File: config.mk
export PLATFORM = sky130hd
export DESIGN_NAME = trace_event_regs
export DESIGN_NICKNAME = d
export VERILOG_FILES = /design/src/design/trace_evt_pkg.sv /design/src/design/event_resource_pick.sv /design/src/design/trace_event_regs.sv
export SDC_FILE = /design/constraint.sdc
export NUM_CORES = 1
export LEC_CHECK = 0
export BUFFER_PORTS_ARGS = -buffer_cell sky130_fd_sc_hd__buf_2
export CORE_AREA = 2 2 116 118
export CTS_CLUSTER_DIAMETER = 40
export DETAILED_ROUTE_END_ITERATION = 16
export DIE_AREA = 0 0 118 120
export PLACE_DENSITY = 0.84
export RECOVER_POWER = 50
export SLEW_MARGIN = 0
export SYNTH_ARGS = -nofsm -noshare
export SYNTH_HDL_FRONTEND = slang
export SYNTH_SLANG_ARGS = --single-unit
File: constraint.sdc
create_clock -name core_clk -period 2.7 [get_ports core_clk]
set_clock_uncertainty 0.2 [all_clocks]
set_input_delay 0.135 -clock core_clk [delete_from_list [all_inputs] [get_ports core_clk]]
set_output_delay 0.135 -clock core_clk [all_outputs]
set_load 0.005 [all_outputs]
File: src/design/trace_evt_pkg.sv
// Constants, field layouts and carriers for the trace event select block.
// Assumes a single core clock and a debugger that issues one access at a time.
// Summary of operation
// - Each event has a kind bit: zero follows one resource, one follows a pair.
// - Kind zero: four choice bits pick single resource 0 to 15.
// - Kind one: low three choice bits pick combined pair 0 to 7.
// - Event 1 choice at bits 11:8, kind bit 15; event 0 at 3:0, kind 7.
// - Enable bits 3:0 let each occurring event emit an event element.
// - Bit 11 of the behaviour register enables the trace bus trigger.
// - Bit 12 set keeps resources and events running in core low power.
// - Four six-bit fields pick external input bus lines as external resources.
// - Capability reports event count minus one, showing four events.
// - Timestamp width field reports a global timestamp of up to 64 bits.
// - Return stack, cycle counting and branch broadcast are reported implemented.
// - Data trace, conditional trace, Q elements, Q filter, P0 loads/stores unsupported.
// - Commit interpretation bit reports commit mode 1.
// - Cycle counter width field is width minus twelve, reporting 12 bits.
// - Sizes report 32-bit VM identifier, 32-bit context identifier, 64-bit address.
// - Two-bit field reports the VM context source option as implemented.
// - Eight-bit code field at 31:24 names the code_a; debugger reads it.
// - Major version at 11:8, minor at 7:4, revision at 3:0.
// - Selected events also drive the external event outputs.
// - Event 3 kind at bit 31, event 2 kind at bit 23, same meaning.
package trace_evt_pkg;

    // Register offsets on the debug port
    localparam logic [11:0] OFF_EVT_SELECT   = 12'h020;
    localparam logic [11:0] OFF_EVT_BEHAV    = 12'h024;
    localparam logic [11:0] OFF_EXT_SELECT   = 12'h120;
    localparam logic [11:0] OFF_CAP0         = 12'h1E0;
    localparam logic [11:0] OFF_BASE_ID      = 12'h1E4;
    localparam logic [11:0] OFF_PARAM_SIZES  = 12'h1E8;
    localparam logic [11:0] OFF_CAP3         = 12'h1EC;

    // Writable bit masks and reset values
    localparam logic [31:0] EVT_SELECT_MASK  = 32'h8F8F_8F8F;
    localparam logic [31:0] EVT_BEHAV_MASK   = 32'h0000_180F;
    localparam logic [31:0] EXT_SELECT_MASK  = 32'h3F3F_3F3F;
    localparam logic [31:0] CTRL_RESET       = 32'h0000_0000;

    // Field positions
    localparam int NUM_EVENTS     = 4;
    localparam int FIELD_STRIDE   = 8;
    localparam int KIND_BIT       = 7;
    localparam int CHOICE_W       = 4;
    localparam int EN_LSB         = 0;
    localparam int BUS_TRIG_BIT   = 11;
    localparam int LP_BYPASS_BIT  = 12;
    localparam int EXT_SEL_W      = 6;
    localparam int EXT_IN_COUNT   = 47;
    localparam int NUM_SINGLE     = 16;
    localparam int NUM_PAIR       = 8;

    // Capability register 0 fields
    localparam logic       COMMIT_INTERPRETATION     = 1'h1;
    localparam logic [4:0] TIMESTAMP_WIDTH           = 5'h08;
    localparam logic [1:0] Q_ELEMENT_SUPPORT         = 2'h0;
    localparam logic       Q_FILTER_SUPPORT          = 1'h0;
    localparam logic [1:0] COND_RESULT_TRACE         = 2'h0;
    localparam logic [1:0] EVENT_COUNT_MINUS_ONE     = 2'h3;
    localparam logic       RETURN_STACK_SUPPORT      = 1'h1;
    localparam logic       CYCLE_COUNT_SUPPORT       = 1'h1;
    localparam logic       CONDITIONAL_TRACE_SUPPORT = 1'h0;
    localparam logic       BRANCH_BROADCAST_SUPPORT  = 1'h1;
    localparam logic [1:0] DATA_TRACE_SUPPORT        = 2'h0;
    localparam logic [1:0] LOAD_STORE_P0_SUPPORT     = 2'h0;
    localparam logic [31:0] CAP0_VALUE = {2'h0, COMMIT_INTERPRETATION, TIMESTAMP_WIDTH,
        7'h00, Q_ELEMENT_SUPPORT, Q_FILTER_SUPPORT, COND_RESULT_TRACE,
        EVENT_COUNT_MINUS_ONE, RETURN_STACK_SUPPORT, 1'h0, CYCLE_COUNT_SUPPORT,
        CONDITIONAL_TRACE_SUPPORT, BRANCH_BROADCAST_SUPPORT, DATA_TRACE_SUPPORT,
        LOAD_STORE_P0_SUPPORT, 1'h1};

    // Parameter size register fields
    localparam logic [1:0] VM_CONTEXT_SOURCE_OPTION  = 2'h1;
    localparam logic [3:0] CYCLE_COUNTER_WIDTH       = 4'h0;
    localparam logic [4:0] VM_IDENTIFIER_WIDTH       = 5'h04;
    localparam logic [4:0] CONTEXT_IDENTIFIER_WIDTH  = 5'h04;
    localparam logic [4:0] INSTRUCTION_ADDRESS_WIDTH = 5'h08;
    localparam logic [31:0] PARAM_SIZES_VALUE = {1'h0, VM_CONTEXT_SOURCE_OPTION,
        CYCLE_COUNTER_WIDTH, 5'h00, 5'h00, VM_IDENTIFIER_WIDTH,
        CONTEXT_IDENTIFIER_WIDTH, INSTRUCTION_ADDRESS_WIDTH};

    // Capability register 3, fixed
    localparam logic [31:0] CAP3_VALUE = {1'h0, 3'h0, 1'h1, 1'h1, 1'h0, 1'h1,
        4'h7, 4'hB, 4'h0, 12'h004};

    // Base identity fixed fields
    localparam logic [7:0] BASE_ID_RES0 = 8'h00;
    localparam logic [3:0] BASE_ID_RES1 = 4'hF;

    // Debug access request and answer
    typedef struct packed {
        logic        valid;
        logic        write;
        logic [11:0] addr;
        logic [31:0] wdata;
    } dbg_req_t;

    typedef struct packed {
        logic        ack;
        logic [31:0] rdata;
    } dbg_rsp_t;

    // Resource selector outputs feeding the events
    typedef struct packed {
        logic [15:0] single;
        logic [7:0]  pair;
    } resource_bus_t;

    // Whole state of the register block
    typedef struct packed {
        logic [31:0] evtSelect;
        logic [31:0] evtBehaviour;
        logic [31:0] extSelect;
        dbg_rsp_t    rsp;
        logic [3:0]  eventOut;
        logic [3:0]  eventElement;
        logic [3:0]  extResource;
    } trace_state_t;

endpackage

File: src/design/event_resource_pick.sv
// Picks the resource that drives one trace event.
// Assumes resource levels are synchronous to the core clock.
`timescale 1ns/1ps
module event_resource_pick (
    // Event control field
    input  wire logic        kind,
    input  wire logic [3:0]  choice,
    // Resource levels
    input  wire logic [15:0] single,
    input  wire logic [7:0]  pair,
    // Chosen level
    output logic             hit
);
    // Single resource by four bits, pair by low three bits
    always_comb begin
        if (kind) begin
            hit = pair[choice[2:0]];
        end else begin
            hit = single[choice];
        end
    end
endmodule // event_resource_pick

File: src/design/trace_event_regs.sv
// Trace event select, external input select and identity registers.
// Assumes one debug access at a time; resources and inputs are synchronous.
`timescale 1ns/1ps
module trace_event_regs #(
    parameter logic [7:0] CODE_A             = 8'h5A, // Arbitrary value
    parameter logic [3:0] ARCH_MAJOR_VERSION = 4'h7,  // Arbitrary value
    parameter logic [3:0] ARCH_MINOR_VERSION = 4'h3,  // Arbitrary value
    parameter logic [3:0] IMPL_REVISION      = 4'h1   // Arbitrary value
) (
    // Clock and reset
    input  wire logic                        core_clk,
    input  wire logic                        rst_n,
    // External debug register port
    input  wire trace_evt_pkg::dbg_req_t     dbgReq,
    output trace_evt_pkg::dbg_rsp_t          dbgRsp,
    // Resource levels from the selectors
    input  wire trace_evt_pkg::resource_bus_t resources,
    // External input bus
    input  wire logic [46:0]                 extInBus,
    // Core power state
    input  wire logic                        coreLowPower,
    // Event outputs
    output logic [3:0]                       eventElement,
    output logic [3:0]                       eventOut,
    // External input resources
    output logic [3:0]                       extResource,
    // Control levels
    output logic                             busTriggerEnable,
    output logic                             lowPowerBypass
);
    import trace_evt_pkg::*;

    trace_state_t stateReg;
    trace_state_t stateNext;
    logic [3:0]   eventHit;
    logic [3:0]   extPick;
    logic [31:0]  readData;
    logic [31:0]  baseIdValue;
    logic         eventsLive;

    // Base identity assembled from the identity parameters
    assign baseIdValue = {CODE_A, BASE_ID_RES0, BASE_ID_RES1,
                          ARCH_MAJOR_VERSION,
                          ARCH_MINOR_VERSION,
                          IMPL_REVISION};

    // One resource picker per event
    for (genvar i = 0; i < NUM_EVENTS; i++) begin : gEvt
        event_resource_pick uPick (
            .kind   (stateReg.evtSelect[i*FIELD_STRIDE+KIND_BIT]),
            .choice (stateReg.evtSelect[i*FIELD_STRIDE +: CHOICE_W]),
            .single (resources.single),
            .pair   (resources.pair),
            .hit    (eventHit[i])
        );
    end

    // External input line chosen per resource
    for (genvar j = 0; j < NUM_EVENTS; j++) begin : gExt
        logic [5:0] extChoice;
        assign extChoice = stateReg.extSelect[j*FIELD_STRIDE +: EXT_SEL_W];
        always_comb begin
            if (extChoice < 6'(EXT_IN_COUNT)) begin
                extPick[j] = extInBus[extChoice];
            end else begin
                extPick[j] = 1'b0;
            end
        end
    end

    // Read data by offset
    always_comb begin
        unique case (dbgReq.addr)
            OFF_EVT_SELECT:  readData = stateReg.evtSelect;
            OFF_EVT_BEHAV:   readData = stateReg.evtBehaviour;
            OFF_EXT_SELECT:  readData = stateReg.extSelect;
            OFF_CAP0:        readData = CAP0_VALUE;
            OFF_BASE_ID:     readData = baseIdValue;
            OFF_PARAM_SIZES: readData = PARAM_SIZES_VALUE;
            OFF_CAP3:        readData = CAP3_VALUE;
            default:         readData = 32'h0000_0000;
        endcase
    end

    // Low power clears events and external resources unless bypass is set
    assign eventsLive = !(coreLowPower
                          && !stateReg.evtBehaviour[LP_BYPASS_BIT]);

    // Next state: register writes, answers and event outputs
    always_comb begin
        stateNext = stateReg;
        stateNext.rsp = '0;
        if (dbgReq.valid) begin
            stateNext.rsp.ack = 1'b1;
            if (dbgReq.write) begin
                unique case (dbgReq.addr)
                    OFF_EVT_SELECT: begin
                        // Reserved bits dropped on write
                        stateNext.evtSelect = dbgReq.wdata & EVT_SELECT_MASK;
                    end
                    OFF_EVT_BEHAV: begin
                        stateNext.evtBehaviour = dbgReq.wdata & EVT_BEHAV_MASK;
                    end
                    OFF_EXT_SELECT: begin
                        stateNext.extSelect = dbgReq.wdata & EXT_SELECT_MASK;
                    end
                    default: begin
                        // Identity and unmapped offsets ignore writes
                        stateNext.rsp.rdata = 32'h0000_0000;
                    end
                endcase
            end else begin
                stateNext.rsp.rdata = readData;
            end
        end
        if (eventsLive) begin
            stateNext.eventOut = eventHit;
            stateNext.extResource = extPick;
        end else begin
            stateNext.eventOut = 4'h0;
            stateNext.extResource = 4'h0;
        end
        stateNext.eventElement = stateNext.eventOut
            & stateReg.evtBehaviour[EN_LSB +: NUM_EVENTS];
    end

    // State register
    always_ff @(posedge core_clk or negedge rst_n) begin
        if (!rst_n) begin
            stateReg <= '{evtSelect:    CTRL_RESET,
                          evtBehaviour: CTRL_RESET,
                          extSelect:    CTRL_RESET,
                          default:      '0};
        end else begin
            stateReg <= stateNext;
        end
    end

    // Outputs straight from flip-flops
    assign dbgRsp = stateReg.rsp;
    assign eventOut = stateReg.eventOut;
    assign eventElement = stateReg.eventElement;
    assign extResource = stateReg.extResource;
    assign busTriggerEnable = stateReg.evtBehaviour[BUS_TRIG_BIT];
    assign lowPowerBypass = stateReg.evtBehaviour[LP_BYPASS_BIT];

    // Helper levels for the checks below
    logic       singleHit0;
    logic       pairHit1;
    logic       extHit0;
    logic [5:0] extChoice0;
    logic       isWrite;
    logic       isRead;
    assign singleHit0 = resources.single[stateReg.evtSelect[3:0]];
    assign pairHit1 = resources.pair[stateReg.evtSelect[10:8]];
    assign extChoice0 = stateReg.extSelect[5:0];
    assign extHit0 = (extChoice0 < 6'(EXT_IN_COUNT)) ? extInBus[extChoice0] : 1'b0;
    assign isWrite = dbgReq.valid && dbgReq.write;
    assign isRead = dbgReq.valid && !dbgReq.write;
endmodule // trace_event_regs

==> flow_metrics.tcl, run 1 <==
set metrics [dict create \
    fp.dieW_um 118 \
    ys_warn_count 0 \
    finalMaxSlewViolations 0 \
    tightest_slew_ns 1.15 \
    status "completed" \
    hold_class "input pin to register" \
    fp.dieH_um 120 \
    synth_top_area_share_pct 37.2 \
    port_buffers 161 \
    p_switching_w 0.000746 \
    synth_top_area_cell "dfrtp_1" \
    syn-num-nets 616 \
    cp-end-kind "register" \
    p_clk_share_pct 42.7 \
    grt_pass1_vias 5148 \
    met3_usage_pct 7.65 \
    seq_power_share_pct 45.4 \
    synth.avg_cell_area_um2 12.6 \
    initialDrtViolationCount 655 \
    max_freq_mhz 397 \
    clock_sinks 93 \
    synth.distinct_cells 46 \
    initial_core_util_pct 48.1 \
    ios 167 \
    core_mm2 0.0130 \
    synth_area_leaders "dfrtp_1, mux4_2, mux2_2" \
    drt-vias-per-instance 6.21 \
    track_usage_pct 25.9 \
    n_fill_cell 1060 \
    maxSlewHeadroom_pct 23.4 \
    antenna_found_initial 0 \
    grt_first_pass_wirelength_um 28300 \
    hold_path_depth 4 \
    grt_util_met1_pct 33.4 \
    async_reset_ff_share_pct 100 \
    cts-root-buf "clkbuf_16" \
    grt_start_max_net_pins 48 \
    firstDrtPassIters 7 \
    route.vias.total 5076 \
    reg2regPathDepth 6 \
    busiest_layer "met2" \
    powerDensity_mw_per_mm2 409 \
    row_count 42 \
    gp_congestion 0.929 \
    use_met2_pct 43.2 \
    final_net_count 756 \
    final_hold_viol_count 0 \
    diodes 0 \
    yosysSeqAreaShare_pct 37.2 \
    ys.flop_type "dfrtp_1" \
    yosys_register_bits 93 \
    cp_data_arrival_time_ns 2.54 \
    critPathMaxFanout 26 \
    total_power_w 0.00311 \
    clk_latency_ns 0.34 \
    h-tree-depth 3 \
    clk_pin_slew_ns 0.07 \
    postCtsResizedCells 0 \
    critPathLaunchType "input pin" \
    worst-setup-path-type "input pin to register" \
    wire_per_inst_um 22.1 \
    dp_hpwl_um 13600 \
    drive_gt1_share_pct 44.3 \
    route.detailed.drc 0 \
    rsz0062_at_grt "no" \
    cts_buffers 9 \
    internal_power_w 0.00236 \
    fin_crit_sh_pct 93.3 \
    grt-ovfl-total 0 \
    cts_tree "built" \
    postCtsSetupBuffers 0 \
    fin_util_pct 58.5 \
    postSynthCellCount 496 \
    dieArea_mm2 0.0142 \
    finalSetupViolCount 0 \
    ir_worst_vdd_v 0.000294 \
    power_switching_share_pct 24.0 \
    drt-total-wl_um 18100 \
    maxCapViolCount 0 \
    cts_buffer_depth 2 \
    netlist_area_mm2 0.00625 \
    final_antenna_net_count 0 \
    placed_cell_area_mm2 0.00701 \
    min_period_ns 2.52 \
    comb_power_share_pct 12.0 \
    crit_required_ns 2.72 \
    syn_to_final_growth_pct 21.5 \
    final_area_mm2 0.00759 \
    synth_edf_count 0 \
    p_leak_nw 3.22 \
]
path summary, 6_finish.rpt:
| path | start | end | slack (ns) |
|---|---|---|---|
| setup reg to reg | gExt[3].extChoice[1]$_DFFE_PN0P_ | extResource[3]$_DFF_PN0_ | 0.19 |
| hold reg to reg | stateReg[79]$_DFFE_PN0P_ | eventElement[2]$_DFF_PN0_ | 0.34 |
| max in group asynchronous | rst_n | gExt[1].extChoice[2]$_DFFE_PN0P_ | 0.57 |
| setup / recovery | dbgReq[36] | gExt[2].extChoice[5]$_DFFE_PN0P_ | 0.18 |
| min in group asynchronous | rst_n | eventOut[3]$_DFF_PN0_ | 0.36 |
| hold / removal | coreLowPower | extResource[0]$_DFF_PN0_ | 0.1 |
cell usage after synthesis, types with 2 or more instances:
library cell,count
dfrtp_1,93
mux4_2,73
buf_4,46
nand2_1,41
mux2_2,36
clkbuf_1,27
nor2_1,21
mux2i_1,18
mux2_1,16
a21oi_1,15
a31oi_1,11
a221oi_1,9
nor2b_1,9
buf_1,7
o21ai_0,7
a211oi_1,5
and2_1,5
nor3_1,5
nand3b_1,4
a222oi_1,3
and3_1,3
buf_2,3
inv_1,3
nand3_1,3
or4_1,3
a22oi_1,2
a31o_2,2
buf_6,2
nand2b_1,2
nand4b_1,2
nor3b_1,2
o211a_1,2
o22ai_1,2
o31ai_1,2
cell type report:
type | count | area [µm²] | area share (%)
multi-input cells | 315 | 3410 | 44.9
flip-flops and latches | 93 | 2330 | 30.6
repair buffers | 214 | 1310 | 17.2
clock buffers | 10 | 239 | 3.15
well taps | 176 | 220 | 2.90
clock inverters | 6 | 75.1 | 0.989
inverters | 3 | 11.3 | 0.148
cell families after synthesis:
logic type,Yosys count,synth area share (%)
muxes,143,38.6
buffers and inverters,88,8.35
other,1,0.0600
DFF,93,37.2
AOI/OAI and AO/OA,66,7.31
and+or+nand+nor,105,8.49
power groups by stage:
stage	sequential (W)	combinational, W	clock, W
after CTS	0.00141	0.000372	0.00132
after global placement	0.00143	0.000322	0
after floorplan	0.00143	0.000146	0
after detailed placement	0.00144	0.000336	0
after global routing	0.00141	0.000399	0.00138
final	0.00141	0.000372	0.00132
layout by cell type (no fill, tap or decap), drive strengths merged, types with 4 or more instances in the layout:
| cell | n |
|---|---|
| dlygate4sd3 | 32 |
| a221oi | 9 |
| and2 | 5 |
| nand3b | 4 |
| nor3 | 5 |
| dfrtp | 93 |
| nand2 | 41 |
| o21ai | 7 |
| mux2i | 18 |
| a211oi | 5 |
| nor2 | 21 |
| inv | 6 |
| a21oi | 15 |
| buf | 152 |
| clkbuf | 40 |
| nor2b | 9 |
| mux2 | 52 |
| mux4 | 73 |
| a31oi | 11 |
layer usage:
metal / wire, µm / vias to the layer above
met4: 415 / 0
li1: - / 2157
met2: 8950 / 334
met1: 6880 / 2541
met3: 1810 / 44
met5: 0 / -
sequential cells by signal (all words and copies together) (netlist names):
register and cells:
gExt.extChoice 18, eventElement 4, stateReg 24, extResource 4, extChoice0 6, busTriggerEnable 1
dbgRsp 31, lowPowerBypass 1, eventOut 4
critical path: stages:
cell	delay (ns)
dlygate4sd3_1	0.53
buf_2	0.14
or4b_1	0.69
nor3b_4	0.27
and3_1	0.23
buf_12	0.20
mux2_1	0.36
timing repair:
item,in CTS,in global routing
hold buffers,32,0
setup endpoints to repair,0,0
endpoints found under the hold margin,100,0
metrics by stage:
step	setup WS [ns]	cells	hold WS [ns]	setup TNS [ns]
final	0.180	817	0.0981	0
after CTS	0.196	817	0.0808	0
after detailed placement	-0.137	769	-0.0154	-4.29
after global placement	-0.0599	769	-0.0272	-1.42
after floorplan	0.0118	496	-0.361	0
after global routing	0.0184	817	0.128	0
Power figures use the tool's default switching activity.
==> run 2: changes to the inputs <==
- ABC_AREA: unset -> 1
- CORE_AREA: 2 2 116 118 -> 2 2 122 124
- DIE_AREA: 0 0 118 120 -> 0 0 124 126
==> flow_metrics.tcl, run 2 <==
set metrics [dict create \
    status "completed" \
    fin_crit_sh_pct 84.2 \
    syn-num-nets 1173 \
    powerDensity_mw_per_mm2 373 \
    cts_buffers 9 \
    initialDrtViolationCount 1045 \
    clock_sinks 93 \
    ir_worst_vdd_v 0.000314 \
    power_switching_share_pct 26.8 \
    grt_start_max_net_pins 54 \
    holdBufCountCts 32 \
    antenna_found_initial 0 \
    initial_core_util_pct 48.7 \
    clk_pin_slew_ns 0.07 \
    yosysSeqAreaShare_pct 33.4 \
    cp-end-kind "register" \
    total_power_w 0.00301 \
    synth_common_cells "nand2_1, inv_1, nand3_1" \
    fin_util_pct 56.3 \
    maxCapViolCount 0 \
    synth_top_area_share_pct 33.4 \
    netlist_area_mm2 0.00696 \
    rsz0062_at_grt "no" \
    final_hold_viol_count 0 \
    internal_power_w 0.00220 \
    postCtsSetupBuffers 0 \
    final_cell_mix "nand2_1, inv_1, buf_2" \
    p_clk_share_pct 41.1 \
    route.detailed.drc 0 \
    final_common_cell "nand2_1" \
    cts-root-buf "clkbuf_16" \
    rr_endpoint "extResource[0]$_DFF_PN0_" \
    yosysMostFrequentCell "nand2_1" \
    synth_edf_count 0 \
    critPathLaunchType "register" \
    clk_latency_ns 0.35 \
    critPathMaxFanout 15 \
    min_to "extResource[0]$_DFF_PN0_" \
    diodes 0 \
    hp-start "coreLowPower" \
    async_reset_ff_share_pct 100 \
    yosys_register_bits 93 \
    pre_cts_ws_ns 0.513 \
    min_period_ns 2.27 \
    largest_reg_flops 31 \
    gp_congestion 0.978 \
    wire_per_inst_um 16.8 \
    worst_slack_ns 0.428 \
    cp_data_arrival_time_ns 2.35 \
    drt-vias-per-instance 5.57 \
    comb_power_share_pct 12.1 \
    ios 167 \
    p_switching_w 0.000806 \
    hold_class "input pin to register" \
    synth.distinct_cells 32 \
    dieArea_mm2 0.0156 \
    dp_hpwl_um 16800 \
    finalNonFillerCells 1358 \
    route.vias.total 7568 \
    tightest_slew_ns 1.26 \
    postSynthCellCount 1053 \
    crit_required_ns 2.78 \
    syn_to_final_growth_pct 15.8 \
    fp.dieW_um 124 \
    row_count 44 \
    h-tree-depth 3 \
    finalMaxSlewViolations 0 \
    synth.avg_cell_area_um2 6.61 \
    r2r_start "extChoice0[1]$_DFFE_PN0P_" \
    synth_area_leaders "dfrtp_1, nand2_1, nand3_1" \
    seq_power_share_pct 46.8 \
    tns_ns 0 \
    cts_buffer_depth 2 \
    final_net_count 1289 \
    track_usage_pct 29.0 \
    ys_warn_count 0 \
    port_buffers 161 \
    final_antenna_net_count 0 \
    synth_top_area_cell "dfrtp_1" \
    p_leak_nw 3.88 \
    hold_path_depth 4 \
    reg2regPathDepth 8 \
    max_freq_mhz 440 \
    drive_gt1_share_pct 15.9 \
    grt_pass1_vias 6718 \
    fp.dieH_um 126 \
    dp.cells 1310 \
    worst-setup-path-type "register to register" \
    firstDrtPassIters 6 \
    ys.flop_type "dfrtp_1" \
    cts_tree "built" \
    grt_first_pass_wirelength_um 35000 \
    reg2reg_slack_ns 0.43 \
    drt-total-wl_um 22800 \
    maxSlewHeadroom_pct 16.2 \
    finalSetupViolCount 0 \
    core_mm2 0.0143 \
    grt-ovfl-total 0 \
    postCtsResizedCells 0 \
]
run 2: layout make-up:
| class | instances | area [µm²] |
|---|---|---|
| tap | 184 | 230 |
| clock inverter | 7 | 67.6 |
| inverter | 143 | 541 |
| clock buffer | 9 | 225 |
| sequential | 93 | 2330 |
| fill | 1405 | 6250 |
| multi-input combinational | 716 | 3490 |
| timing repair buffer | 206 | 1180 |
run 2: stage by stage:
stage	instance area [µm²]	hold WS, ns
2_1_floorplan	6960	-0.361
3_3_place_gp	7510	0.00637
3_5_place_dp	7510	0.0150
4_1_cts	8120	0.0171
5_1_grt	8060	0.0361
6_report	8060	0.0234
run 2: cells by family (layout without fill, tap and decap cells):
logic type             count (synthesis)  after routing  share of synthesized area, %
AND/OR/NAND/NOR                      471            471                          30.5
buffers and inverters                244            365                          16.5
AO/OA/AOI/OAI                        244            244                          19.6
flip-flops                            93             93                          33.4
other                                  1              1                        0.0538
run 2: power by group through the flow:
stage          sequential, W  clock [W]  combinational (W)
2_1_floorplan        0.00143          0           0.000148
3_3_place_gp         0.00143          0           0.000323
3_5_place_dp         0.00143          0           0.000327
4_1_cts              0.00141    0.00125           0.000364
5_1_grt              0.00141    0.00131           0.000405
6_report             0.00141    0.00123           0.000364
run 2: worst max-delay path: stages, from the launching register on:
cell and delay (ns):
dfrtp_1 0.68, inv_1 0.46, a21oi_1 0.22, o21ai_0 0.11
nand3_1 0.08, nand2_1 0.11, nand2_1 0.08, nand3_1 0.08
a21oi_1 0.16
run 2: per-layer routing:
metal	part of all wire (%)	vias to the layer above	GRT usage, %
met2	44	492	43.6
met3	11	69	6.11
li1	-	3632	-
met4	3.3	0	11.2
met1	41	3375	41.0
met5	0	-	0
run 2: how the worst max path moves through the flow:
stage | start | end | slack [ns] | cells past startpoint
after floorplan | stateReg[109]$_DFFE_PN0P_ | eventElement[0]$_DFF_PN0_ | 1.15 | 11
final | extChoice0[1]$_DFFE_PN0P_ | extResource[0]$_DFF_PN0_ | 0.43 | 8
after global routing | rst_n | gExt[2].extChoice[0]$_DFFE_PN0P_ | 0.24 | 3
after detailed placement | dbgReq[33] | extChoice0[1]$_DFFE_PN0P_ | 0.51 | 11
after CTS | dbgReq[40] | extChoice0[1]$_DFFE_PN0P_ | 0.49 | 8
after global placement | dbgReq[33] | gExt[3].extChoice[3]$_DFFE_PN0P_ | 0.59 | 11
